===== src/logic/i2c_slave_pkg.sv =====
// Constants, codes and state encoding of the I2C responder transmit core
package i2c_slave_pkg;
    localparam int CLK_HZ = 20_000_000;
    localparam int START_HOLD_NS = 4000;
    localparam int START_HOLD_CYC = (START_HOLD_NS * (CLK_HZ / 1_000_000) + 999) / 1000;
    localparam int ADDR_W = 8;
    localparam logic [ADDR_W-1:0] ADDR_SETUP = 8'h00;
    localparam logic [ADDR_W-1:0] ADDR_CODE = 8'h04;
    localparam logic [ADDR_W-1:0] ADDR_BYTE = 8'h08;
    localparam logic [ADDR_W-1:0] ADDR_OWN = 8'h0c;
    localparam logic [ADDR_W-1:0] ADDR_IRQ_STAT = 8'h10;
    localparam logic [ADDR_W-1:0] ADDR_IRQ_MASK = 8'h14;
    localparam int BIT_ACK = 2;
    localparam int BIT_SI = 3;
    localparam int BIT_HALT = 4;
    localparam int BIT_BEGIN = 5;
    localparam int IRQ_SI = 0;
    localparam int IRQ_ERR = 1;
    localparam int IRQ_W = 2;
    localparam logic [7:0] CODE_NONE = 8'hf8;
    localparam logic [7:0] CODE_BUS_ERR = 8'h00;
    localparam logic [7:0] CODE_START = 8'h08;
    localparam logic [7:0] CODE_GC = 8'h70;
    localparam logic [7:0] CODE_OWN_READ = 8'ha8;
    localparam logic [7:0] CODE_TX_ACK = 8'hb8;
    localparam logic [7:0] CODE_TX_NACK = 8'hc0;
    localparam logic [7:0] CODE_LAST_ACK = 8'hc8;
    localparam logic [7:0] GC_ADDR = 8'h00;
    localparam logic [7:0] OWN_RESET = 8'h00;
    localparam logic [3:0] BITS_PER_BYTE = 4'd8;
    localparam logic [1:0] RESP_OKAY = 2'b00;
    localparam logic [1:0] RESP_DECERR = 2'b11;
    typedef enum logic [3:0] {
        st_idle = 4'b0000,
        st_addr = 4'b0001,
        st_addr_ack = 4'b0010,
        st_hold = 4'b0011,
        st_tx = 4'b0100,
        st_tx_ack = 4'b0101,
        st_start = 4'b0110
    } core_state_t;
endpackage


===== src/logic/i2c_line_if.sv =====
// Synchronised bus line events passed from the line monitor to the core
interface i2c_line_if;
    logic scl;
    logic sda;
    logic scl_rise;
    logic scl_fall;
    logic start_seen;
    logic stop_seen;
    logic bus_free;
    modport mon (output scl, sda, scl_rise, scl_fall, start_seen, stop_seen, bus_free);
    modport core (input scl, sda, scl_rise, scl_fall, start_seen, stop_seen, bus_free);
endinterface


===== src/logic/i2c_slave_tx_core.sv =====
// I2C responder transmitter with end states, bus error handling and AXI4-Lite registers
module i2c_slave_tx_core
    import i2c_slave_pkg::*;
#(
    parameter int HOLD_CYC = START_HOLD_CYC
)(
    input wire logic aclk,
    input wire logic aresetn,
    input wire logic [ADDR_W-1:0] s_axi_awaddr,
    input wire logic s_axi_awvalid,
    output logic s_axi_awready,
    input wire logic [31:0] s_axi_wdata,
    input wire logic [3:0] s_axi_wstrb,
    input wire logic s_axi_wvalid,
    output logic s_axi_wready,
    output logic [1:0] s_axi_bresp,
    output logic s_axi_bvalid,
    input wire logic s_axi_bready,
    input wire logic [ADDR_W-1:0] s_axi_araddr,
    input wire logic s_axi_arvalid,
    output logic s_axi_arready,
    output logic [31:0] s_axi_rdata,
    output logic [1:0] s_axi_rresp,
    output logic s_axi_rvalid,
    input wire logic s_axi_rready,
    input wire logic scl_i,
    output logic scl_o,
    output logic scl_oe,
    input wire logic sda_i,
    output logic sda_o,
    output logic sda_oe,
    output logic irq
);
    i2c_line_if line ();

    i2c_line_monitor u_mon (
        .aclk(aclk),
        .aresetn(aresetn),
        .scl_i(scl_i),
        .sda_i(sda_i),
        .line(line)
    );

    function automatic logic mapped(input logic [ADDR_W-1:0] a);
        return a == ADDR_SETUP || a == ADDR_CODE || a == ADDR_BYTE || a == ADDR_OWN
            || a == ADDR_IRQ_STAT || a == ADDR_IRQ_MASK;
    endfunction

    // Register state
    logic acknowledge_enable;
    logic halt_condition_request;
    logic begin_condition_request;
    logic si;
    logic [7:0] code;
    logic [7:0] byte_buffer;
    logic [7:0] target_id;
    logic [IRQ_W-1:0] irq_status;
    logic [IRQ_W-1:0] irq_mask;

    // Core state
    core_state_t state;
    logic [3:0] bit_cnt;
    logic [7:0] shift;
    logic gc_hit;
    logic last_byte;
    logic ending;
    logic ack_seen;
    logic [15:0] hold_cnt;
    logic si_set;
    logic err_set;
    logic start_taken;

    // AXI write channel capture
    logic aw_full;
    logic w_full;
    logic [ADDR_W-1:0] waddr;
    logic [7:0] wbyte;
    logic wlane;
    logic wr_fire;
    logic wr_setup;
    logic si_clear;
    logic halt_eff;
    logic rd_fire;

    assign wr_fire = aw_full && w_full && !s_axi_bvalid;
    assign wr_setup = wr_fire && waddr == ADDR_SETUP && wlane;
    assign si_clear = wr_setup && wbyte[BIT_SI] && si;
    assign halt_eff = wbyte[BIT_HALT];
    assign rd_fire = s_axi_arvalid && s_axi_arready;

    always_ff @(posedge aclk) begin
        if (!aresetn) begin
            aw_full <= 1'b0;
            w_full <= 1'b0;
            waddr <= '0;
            wbyte <= '0;
            wlane <= 1'b0;
            s_axi_awready <= 1'b0;
            s_axi_wready <= 1'b0;
        end else begin
            if (wr_fire) begin
                aw_full <= 1'b0;
                w_full <= 1'b0;
            end else begin
                if (s_axi_awvalid && s_axi_awready) begin
                    aw_full <= 1'b1;
                    waddr <= s_axi_awaddr;
                end
                if (s_axi_wvalid && s_axi_wready) begin
                    w_full <= 1'b1;
                    wbyte <= s_axi_wdata[7:0];
                    wlane <= s_axi_wstrb[0];
                end
            end
            // One write at a time: channels reopen once the response is gone
            s_axi_awready <= !aw_full && !(s_axi_awvalid && s_axi_awready) && !s_axi_bvalid;
            s_axi_wready <= !w_full && !(s_axi_wvalid && s_axi_wready) && !s_axi_bvalid;
        end
    end

    always_ff @(posedge aclk) begin
        if (!aresetn) begin
            s_axi_bvalid <= 1'b0;
            s_axi_bresp <= RESP_OKAY;
        end else if (wr_fire) begin
            s_axi_bvalid <= 1'b1;
            s_axi_bresp <= mapped(waddr) ? RESP_OKAY : RESP_DECERR;
        end else if (s_axi_bready) begin
            s_axi_bvalid <= 1'b0;
        end
    end

    always_ff @(posedge aclk) begin
        if (!aresetn) begin
            s_axi_arready <= 1'b0;
            s_axi_rvalid <= 1'b0;
            s_axi_rdata <= '0;
            s_axi_rresp <= RESP_OKAY;
        end else begin
            s_axi_arready <= !s_axi_arready && !s_axi_rvalid;
            if (rd_fire) begin
                s_axi_rvalid <= 1'b1;
                s_axi_rresp <= mapped(s_axi_araddr) ? RESP_OKAY : RESP_DECERR;
                s_axi_rdata <= '0;
                case (s_axi_araddr)
                    ADDR_SETUP: begin
                        s_axi_rdata[BIT_ACK] <= acknowledge_enable;
                        s_axi_rdata[BIT_SI] <= si;
                        s_axi_rdata[BIT_HALT] <= halt_condition_request;
                        s_axi_rdata[BIT_BEGIN] <= begin_condition_request;
                    end
                    ADDR_CODE: s_axi_rdata[7:0] <= si ? code : CODE_NONE;
                    ADDR_BYTE: s_axi_rdata[7:0] <= byte_buffer;
                    ADDR_OWN: s_axi_rdata[7:0] <= target_id;
                    ADDR_IRQ_STAT: s_axi_rdata[IRQ_W-1:0] <= irq_status;
                    ADDR_IRQ_MASK: s_axi_rdata[IRQ_W-1:0] <= irq_mask;
                    default: s_axi_rdata <= '0;
                endcase
            end else if (s_axi_rready) begin
                s_axi_rvalid <= 1'b0;
            end
        end
    end

    // Setup flags: hardware clears of halt and begin win over the same write
    always_ff @(posedge aclk) begin
        if (!aresetn) begin
            acknowledge_enable <= 1'b0;
            halt_condition_request <= 1'b0;
            begin_condition_request <= 1'b0;
        end else begin
            if (wr_setup) begin
                acknowledge_enable <= wbyte[BIT_ACK];
                halt_condition_request <= wbyte[BIT_HALT];
                begin_condition_request <= wbyte[BIT_BEGIN];
            end
            if (si_clear && halt_eff) begin
                halt_condition_request <= 1'b0;
            end
            if (start_taken) begin
                begin_condition_request <= 1'b0;
            end
        end
    end

    always_ff @(posedge aclk) begin
        if (!aresetn) begin
            byte_buffer <= '0;
            target_id <= OWN_RESET;
            irq_mask <= '0;
        end else if (wr_fire && wlane) begin
            if (waddr == ADDR_BYTE) begin
                byte_buffer <= wbyte;
            end
            if (waddr == ADDR_OWN) begin
                target_id <= wbyte;
            end
            if (waddr == ADDR_IRQ_MASK) begin
                irq_mask <= wbyte[IRQ_W-1:0];
            end
        end
    end

    // Flag is write-one-to-clear; a set in the same cycle wins
    always_ff @(posedge aclk) begin
        if (!aresetn) begin
            si <= 1'b0;
        end else if (si_set) begin
            si <= 1'b1;
        end else if (si_clear) begin
            si <= 1'b0;
        end
    end

    always_ff @(posedge aclk) begin
        if (!aresetn) begin
            irq_status <= '0;
            irq <= 1'b0;
        end else begin
            irq_status <= (rd_fire && s_axi_araddr == ADDR_IRQ_STAT) ? '0 : irq_status;
            if (si_set) begin
                irq_status[IRQ_SI] <= 1'b1;
            end
            if (err_set) begin
                irq_status[IRQ_ERR] <= 1'b1;
            end
            irq <= |(irq_status & irq_mask);
        end
    end

    // Byte-level state machine
    always_ff @(posedge aclk) begin
        if (!aresetn) begin
            state <= st_idle;
            bit_cnt <= '0;
            shift <= '0;
            gc_hit <= 1'b0;
            last_byte <= 1'b0;
            ending <= 1'b0;
            ack_seen <= 1'b0;
            hold_cnt <= '0;
            code <= CODE_NONE;
            si_set <= 1'b0;
            err_set <= 1'b0;
            start_taken <= 1'b0;
            sda_oe <= 1'b0;
            scl_oe <= 1'b0;
        end else begin
            si_set <= 1'b0;
            err_set <= 1'b0;
            start_taken <= 1'b0;
            if (si_clear && halt_eff) begin
                // Plain release, no STOP driven
                state <= st_idle;
                sda_oe <= 1'b0;
                scl_oe <= 1'b0;
            end else if ((line.start_seen || line.stop_seen) && state != st_idle
                    && state != st_addr && state != st_start) begin
                // Only reached as master or addressed responder
                state <= st_idle;
                code <= CODE_BUS_ERR;
                si_set <= 1'b1;
                err_set <= 1'b1;
                sda_oe <= 1'b0;
                scl_oe <= 1'b0;
            end else begin
                case (state)
                    st_idle: begin
                        sda_oe <= 1'b0;
                        if (line.start_seen) begin
                            state <= st_addr;
                            bit_cnt <= '0;
                        end else if (begin_condition_request && line.bus_free && !si) begin
                            state <= st_start;
                            hold_cnt <= '0;
                            sda_oe <= 1'b1;
                        end
                    end
                    st_addr: begin
                        if (line.start_seen) begin
                            bit_cnt <= '0;
                        end else if (line.stop_seen) begin
                            state <= st_idle;
                        end else if (line.scl_rise) begin
                            shift <= {shift[6:0], line.sda};
                            bit_cnt <= bit_cnt + 4'd1;
                        end else if (line.scl_fall && bit_cnt == BITS_PER_BYTE) begin
                            // Recognition needs acknowledge enable set
                            if (acknowledge_enable && shift[7:1] == target_id[7:1]
                                    && shift[0]) begin
                                state <= st_addr_ack;
                                gc_hit <= 1'b0;
                                sda_oe <= 1'b1;
                            end else if (acknowledge_enable && target_id[0]
                                    && shift == GC_ADDR) begin
                                state <= st_addr_ack;
                                gc_hit <= 1'b1;
                                sda_oe <= 1'b1;
                            end else begin
                                state <= st_idle;
                            end
                        end
                    end
                    st_addr_ack: begin
                        if (line.scl_fall) begin
                            sda_oe <= 1'b0;
                            scl_oe <= 1'b1;
                            si_set <= 1'b1;
                            code <= gc_hit ? CODE_GC : CODE_OWN_READ;
                            // General call data is not received here; it ends the frame
                            ending <= gc_hit;
                            state <= st_hold;
                        end
                    end
                    st_hold: begin
                        if (si_clear) begin
                            if (ending) begin
                                // Not addressed; later clocks see released SDA
                                state <= st_idle;
                                scl_oe <= 1'b0;
                            end else begin
                                shift <= byte_buffer;
                                last_byte <= !wbyte[BIT_ACK];
                                sda_oe <= !byte_buffer[7];
                                bit_cnt <= '0;
                                scl_oe <= 1'b0;
                                state <= st_tx;
                            end
                        end
                    end
                    st_tx: begin
                        if (line.scl_fall) begin
                            if (bit_cnt == BITS_PER_BYTE - 4'd1) begin
                                sda_oe <= 1'b0;
                                state <= st_tx_ack;
                            end else begin
                                shift <= {shift[6:0], 1'b0};
                                sda_oe <= !shift[6];
                                bit_cnt <= bit_cnt + 4'd1;
                            end
                        end
                    end
                    st_tx_ack: begin
                        if (line.scl_rise) begin
                            ack_seen <= !line.sda;
                        end else if (line.scl_fall) begin
                            scl_oe <= 1'b1;
                            si_set <= 1'b1;
                            state <= st_hold;
                            if (!ack_seen) begin
                                code <= CODE_TX_NACK;
                                ending <= 1'b1;
                            end else if (last_byte) begin
                                code <= CODE_LAST_ACK;
                                ending <= 1'b1;
                            end else begin
                                code <= CODE_TX_ACK;
                                ending <= 1'b0;
                            end
                        end
                    end
                    st_start: begin
                        // SDA held low for the START hold time, then SCL pulled low
                        if (hold_cnt == 16'(HOLD_CYC - 1)) begin
                            scl_oe <= 1'b1;
                            si_set <= 1'b1;
                            start_taken <= 1'b1;
                            code <= CODE_START;
                            ending <= 1'b1;
                            state <= st_hold;
                        end else begin
                            hold_cnt <= hold_cnt + 16'd1;
                        end
                    end
                    default: begin
                        state <= st_idle;
                        code <= CODE_BUS_ERR;
                        si_set <= 1'b1;
                        err_set <= 1'b1;
                        sda_oe <= 1'b0;
                        scl_oe <= 1'b0;
                    end
                endcase
            end
        end
    end

    // Open-drain: value is always low, the enable decides
    always_ff @(posedge aclk) begin
        if (!aresetn) begin
            scl_o <= 1'b0;
            sda_o <= 1'b0;
        end else begin
            scl_o <= 1'b0;
            sda_o <= 1'b0;
        end
    end
endmodule


===== src/logic/i2c_line_monitor.sv =====
// Pin synchroniser and START/STOP/edge detector for SCL and SDA
module i2c_line_monitor
    import i2c_slave_pkg::*;
(
    input wire logic aclk,
    input wire logic aresetn,
    input wire logic scl_i,
    input wire logic sda_i,
    i2c_line_if.mon line
);
    logic [1:0] scl_sync;
    logic [1:0] sda_sync;
    logic scl_q;
    logic sda_q;

    // Stage 0 feeds only stage 1
    always_ff @(posedge aclk) begin
        if (!aresetn) begin
            scl_sync <= 2'b11;
            sda_sync <= 2'b11;
            scl_q <= 1'b1;
            sda_q <= 1'b1;
        end else begin
            scl_sync <= {scl_sync[0], scl_i};
            sda_sync <= {sda_sync[0], sda_i};
            scl_q <= scl_sync[1];
            sda_q <= sda_sync[1];
        end
    end

    always_ff @(posedge aclk) begin
        if (!aresetn) begin
            line.scl <= 1'b1;
            line.sda <= 1'b1;
            line.scl_rise <= 1'b0;
            line.scl_fall <= 1'b0;
            line.start_seen <= 1'b0;
            line.stop_seen <= 1'b0;
        end else begin
            line.scl <= scl_sync[1];
            line.sda <= sda_sync[1];
            line.scl_rise <= scl_sync[1] && !scl_q;
            line.scl_fall <= !scl_sync[1] && scl_q;
            line.start_seen <= scl_sync[1] && scl_q && sda_q && !sda_sync[1];
            line.stop_seen <= scl_sync[1] && scl_q && !sda_q && sda_sync[1];
        end
    end

    // Bus counts as free from reset until a START, then again after STOP
    always_ff @(posedge aclk) begin
        if (!aresetn) begin
            line.bus_free <= 1'b1;
        end else if (scl_sync[1] && scl_q && sda_q && !sda_sync[1]) begin
            line.bus_free <= 1'b0;
        end else if (scl_sync[1] && scl_q && !sda_q && sda_sync[1]) begin
            line.bus_free <= 1'b1;
        end
    end
endmodule


===== config.mk =====
export PLATFORM = sky130hd
export DESIGN_NAME = i2c_slave_tx_core
export DESIGN_NICKNAME = d
export VERILOG_FILES = /design/src/logic/i2c_slave_pkg.sv /design/src/logic/i2c_line_if.sv /design/src/logic/i2c_slave_tx_core.sv /design/src/logic/i2c_line_monitor.sv
export SDC_FILE = /design/constraint.sdc
export NUM_CORES = 1
export LEC_CHECK = 0
export BUFFER_PORTS_ARGS = -buffer_cell sky130_fd_sc_hd__buf_2
export CAP_MARGIN = 10
export CORE_MARGIN = 2
export CORE_UTILIZATION = 30
export CTS_CLUSTER_DIAMETER = 50
export DETAILED_ROUTE_END_ITERATION = 10
export GPL_ROUTABILITY_DRIVEN = 0
export SYNTH_ARGS = -nofsm -noshare
export SYNTH_HDL_FRONTEND = slang
export SYNTH_HIERARCHICAL = 1
export SYNTH_SLANG_ARGS = --single-unit

===== constraint.sdc =====
create_clock -name aclk -period 5.2 [get_ports aclk]
set_input_delay 0.78 -clock aclk [delete_from_list [all_inputs] [get_ports aclk]]
set_output_delay 0.78 -clock aclk [all_outputs]
set_load 0.03 [all_outputs]

==> flow_metrics.env <==
export IMPL_nFillCells=1955
export IMPL_crit_path_start_kind="flop"
export IMPL_routed_wl_um=13960
export IMPL_hold_viol=0
export IMPL_synth_cells=677
export IMPL_finalNonFillerCells=967
export IMPL_initial_core_util_pct=30.57
export IMPL_synth_edff_count=0
export IMPL_antenna_found_initial=0
export IMPL_slowest_delay_ps=820
export IMPL_slew_headroom_pct=35.66
export IMPL_diodes=0
export IMPL_synth_top_area_share_pct=40.26
export IMPL_worstMarginPinSlew_ps=957.7
export IMPL_yosys_top_cells_area="dfxtp_1 (40%), mux2i_1 (7.5%), nor2_1 (6.0%)"
export IMPL_maxCapViolCount=0
export IMPL_io_pins=107
export IMPL_p_per_area_nw_per_um2=429.7
export IMPL_clk_path_buf_depth=2
export IMPL_status="complete, no violations"
export IMPL_ant_nets=0
export IMPL_synth_area_leader_cell="dfxtp_1"
export IMPL_period_share_pct=58.50
export IMPL_fp_row_count=50
export IMPL_cts_hold_fix_buffers=0
export IMPL_finalSetupViolations=0
export IMPL_mappedNetlistArea_um2=5718
export IMPL_fin_crit_ps=3042
export IMPL_multi_input_area_um2=3097
export IMPL_cts_setup_buffers=0
export IMPL_tns_ps=0
export IMPL_syn_avg_cell_area_um2=8.446
export IMPL_grt_max_degree=41
export IMPL_die_y_um=142.1
export IMPL_pre_cts_ws_ps=2215
export IMPL_nets=784
export IMPL_portBuffers=53
export IMPL_fin_util_pct=35.36
export IMPL_yosysWarningCount=6
export IMPL_drt_iter0_markers=248
export IMPL_htreeDepth=4
export IMPL_vias=4827
export IMPL_grt_overflow_total=0
export IMPL_viasPerCell=4.992
export IMPL_die_w_um=142.1
export IMPL_crit_path_max_fanout=13
export IMPL_rsz0062_at_grt="false"
export IMPL_drc=0
export IMPL_hpwlAfterDp_um=9775
export IMPL_layout_common_cells="dfxtp_1 (115), nor2_1 (91), nand2_1 (68), buf_2 (53), a21oi_1 (44)"
export IMPL_synth_distinct_cells=67
export IMPL_critPathKind="flop to flop"
export IMPL_cp_arrival_ps=3380
export IMPL_regArea_um2=2302
export IMPL_grt_pass1_vias=4444
export IMPL_max_freq_mhz=328.7
export IMPL_drive_above_1_share_pct=15.42
export IMPL_r2r_setup_slack_ps=2160
export IMPL_skew_ps=9.863
export IMPL_clock_sinks=115
export IMPL_numCtsBuffers=17
export IMPL_cts_root_buf="clkbuf_16"
export IMPL_critical_path_endpoint_type="flop"
export IMPL_wl_per_cell_um=14.43
export IMPL_synth_async_reset_ratio_pct=0
export IMPL_finalMaxSlewViolations=0
export IMPL_crit_chain="or4_4 -> or4_2 -> o21ai_2 -> nor3_1 -> nand4_1 -> mux2i_1"
export IMPL_slowest_stage="or4_2"
export IMPL_clk_pin_slew_ps=50
export IMPL_synthFlopType="dfxtp_1"
export IMPL_yosys_register_bits=115
export IMPL_area_growth_pct=15.69
export IMPL_ir_drop_v=0.0002323
export IMPL_dieArea_um2=20180
export IMPL_firstDrtPassIters=4
export IMPL_track_usage_pct=14.17
export IMPL_layout_commonest_cell="dfxtp_1"
export IMPL_setup_slack_ps=2158
export IMPL_cts_resized=0
export IMPL_hold_class="flop to flop"
export IMPL_yosysSeqAreaShare_pct=40.26
export IMPL_placed_cells=935
export IMPL_p_leak_nw=2.601
export IMPL_insertion_delay_ps=420
export IMPL_coreArea_um2=18710
export IMPL_grt_pass1_wl_um=22680
export IMPL_cts_tree="done"
export IMPL_worstPathRequired_ps=5540
-- power breakdown --
group / total, mW / leakage, nW / switching [mW] / internal [mW]
Sequential: 1.08 / 0.934 / 0.127 / 0.949
Clock: 1.12 / 0.266 / 0.417 / 0.702
Combinational: 0.648 / 1.40 / 0.386 / 0.262
-- per-stage QoR --
| step | hold WS [ps] | area [µm²] | total power, mW |
|---|---|---|---|
| after floorplan | 373.2 | 5812 | 1.609 |
| after global placement | 380.5 | 6047 | 1.722 |
| after detailed placement | 383.1 | 6047 | 1.727 |
| after CTS | 390.6 | 6615 | 2.860 |
| after global routing | 419.2 | 6615 | 2.993 |
| final | 387.9 | 6615 | 2.842 |
-- synthesized netlist by cell type, types with 6 or more instances --
library cell / instances
or3_1: 6
nor3_1: 10
inv_1: 13
mux2i_1: 43
a311oi_1: 7
nor4_1: 14
xnor2_1: 12
buf_4: 30
nand3b_1: 6
o21ai_0: 17
dfxtp_1: 115
nand4_1: 7
nand3_1: 24
nor2_1: 91
o221ai_1: 6
clkbuf_1: 21
a21oi_1: 44
xor2_1: 6
nand2_1: 68
a211oi_1: 8
or2_2: 6
nand2b_1: 21
nor2b_1: 7
-- sequential cells by signal, indices dropped and copies added, names as in the netlist, 3 cells and up --
| register | count |
|---|---|
| byte_buffer | 8 |
| target_id | 8 |
| hold_cnt | 16 |
| s_axi_rdata | 8 |
| shift | 8 |
| state | 3 |
| waddr | 8 |
| code | 5 |
| bit_cnt | 4 |
| wbyte | 8 |
-- final cells by class --
cell class	instances	share of cell area, %
clock buffers	19	6.544
clock inverters	13	2.043
inverters	14	0.7944
multi-input cells	514	46.81
flip-flops and latches	115	34.80
well taps	234	4.426
repair buffers	58	4.577
-- critical path: cells and delay by family, from the launching register on --
family / cells / cell delay (ps)
compound gates: 1 / 560
flops: 1 / 320
mux: 1 / 190
simple gates: 4 / 1900
-- final timing paths --
check,endpoint,startpoint,depth (start not counted)
worst max-delay path,hold_cnt[15],waddr[0],6
worst min-delay path,begin_condition_request,start_taken,1
worst max register to register,hold_cnt[15],waddr[0],6
worst min register to register,begin_condition_request,start_taken,1
-- routing by layer --
| metal | vias to the layer above | wire, µm | track usage, % |
|---|---|---|---|
| li1 | 2452 | - | - |
| met1 | 2239 | 6837 | 19.09 |
| met2 | 122 | 6213 | 21.97 |
| met3 | 14 | 718 | 3.802 |
| met4 | 0 | 185 | 4.737 |
| met5 | - | 0 | 0 |
-- logic make-up after synthesis --
kind of cell    share of synthesized area, %
mux                                    7.527
xor+xnor                               2.757
flops                                  40.26
other cells                          0.06558
fa+ha+maj                             0.6565
simple gates                           26.87
compound gates                         14.53
buf+inv                                7.330
Power figures use the tool's default switching activity.
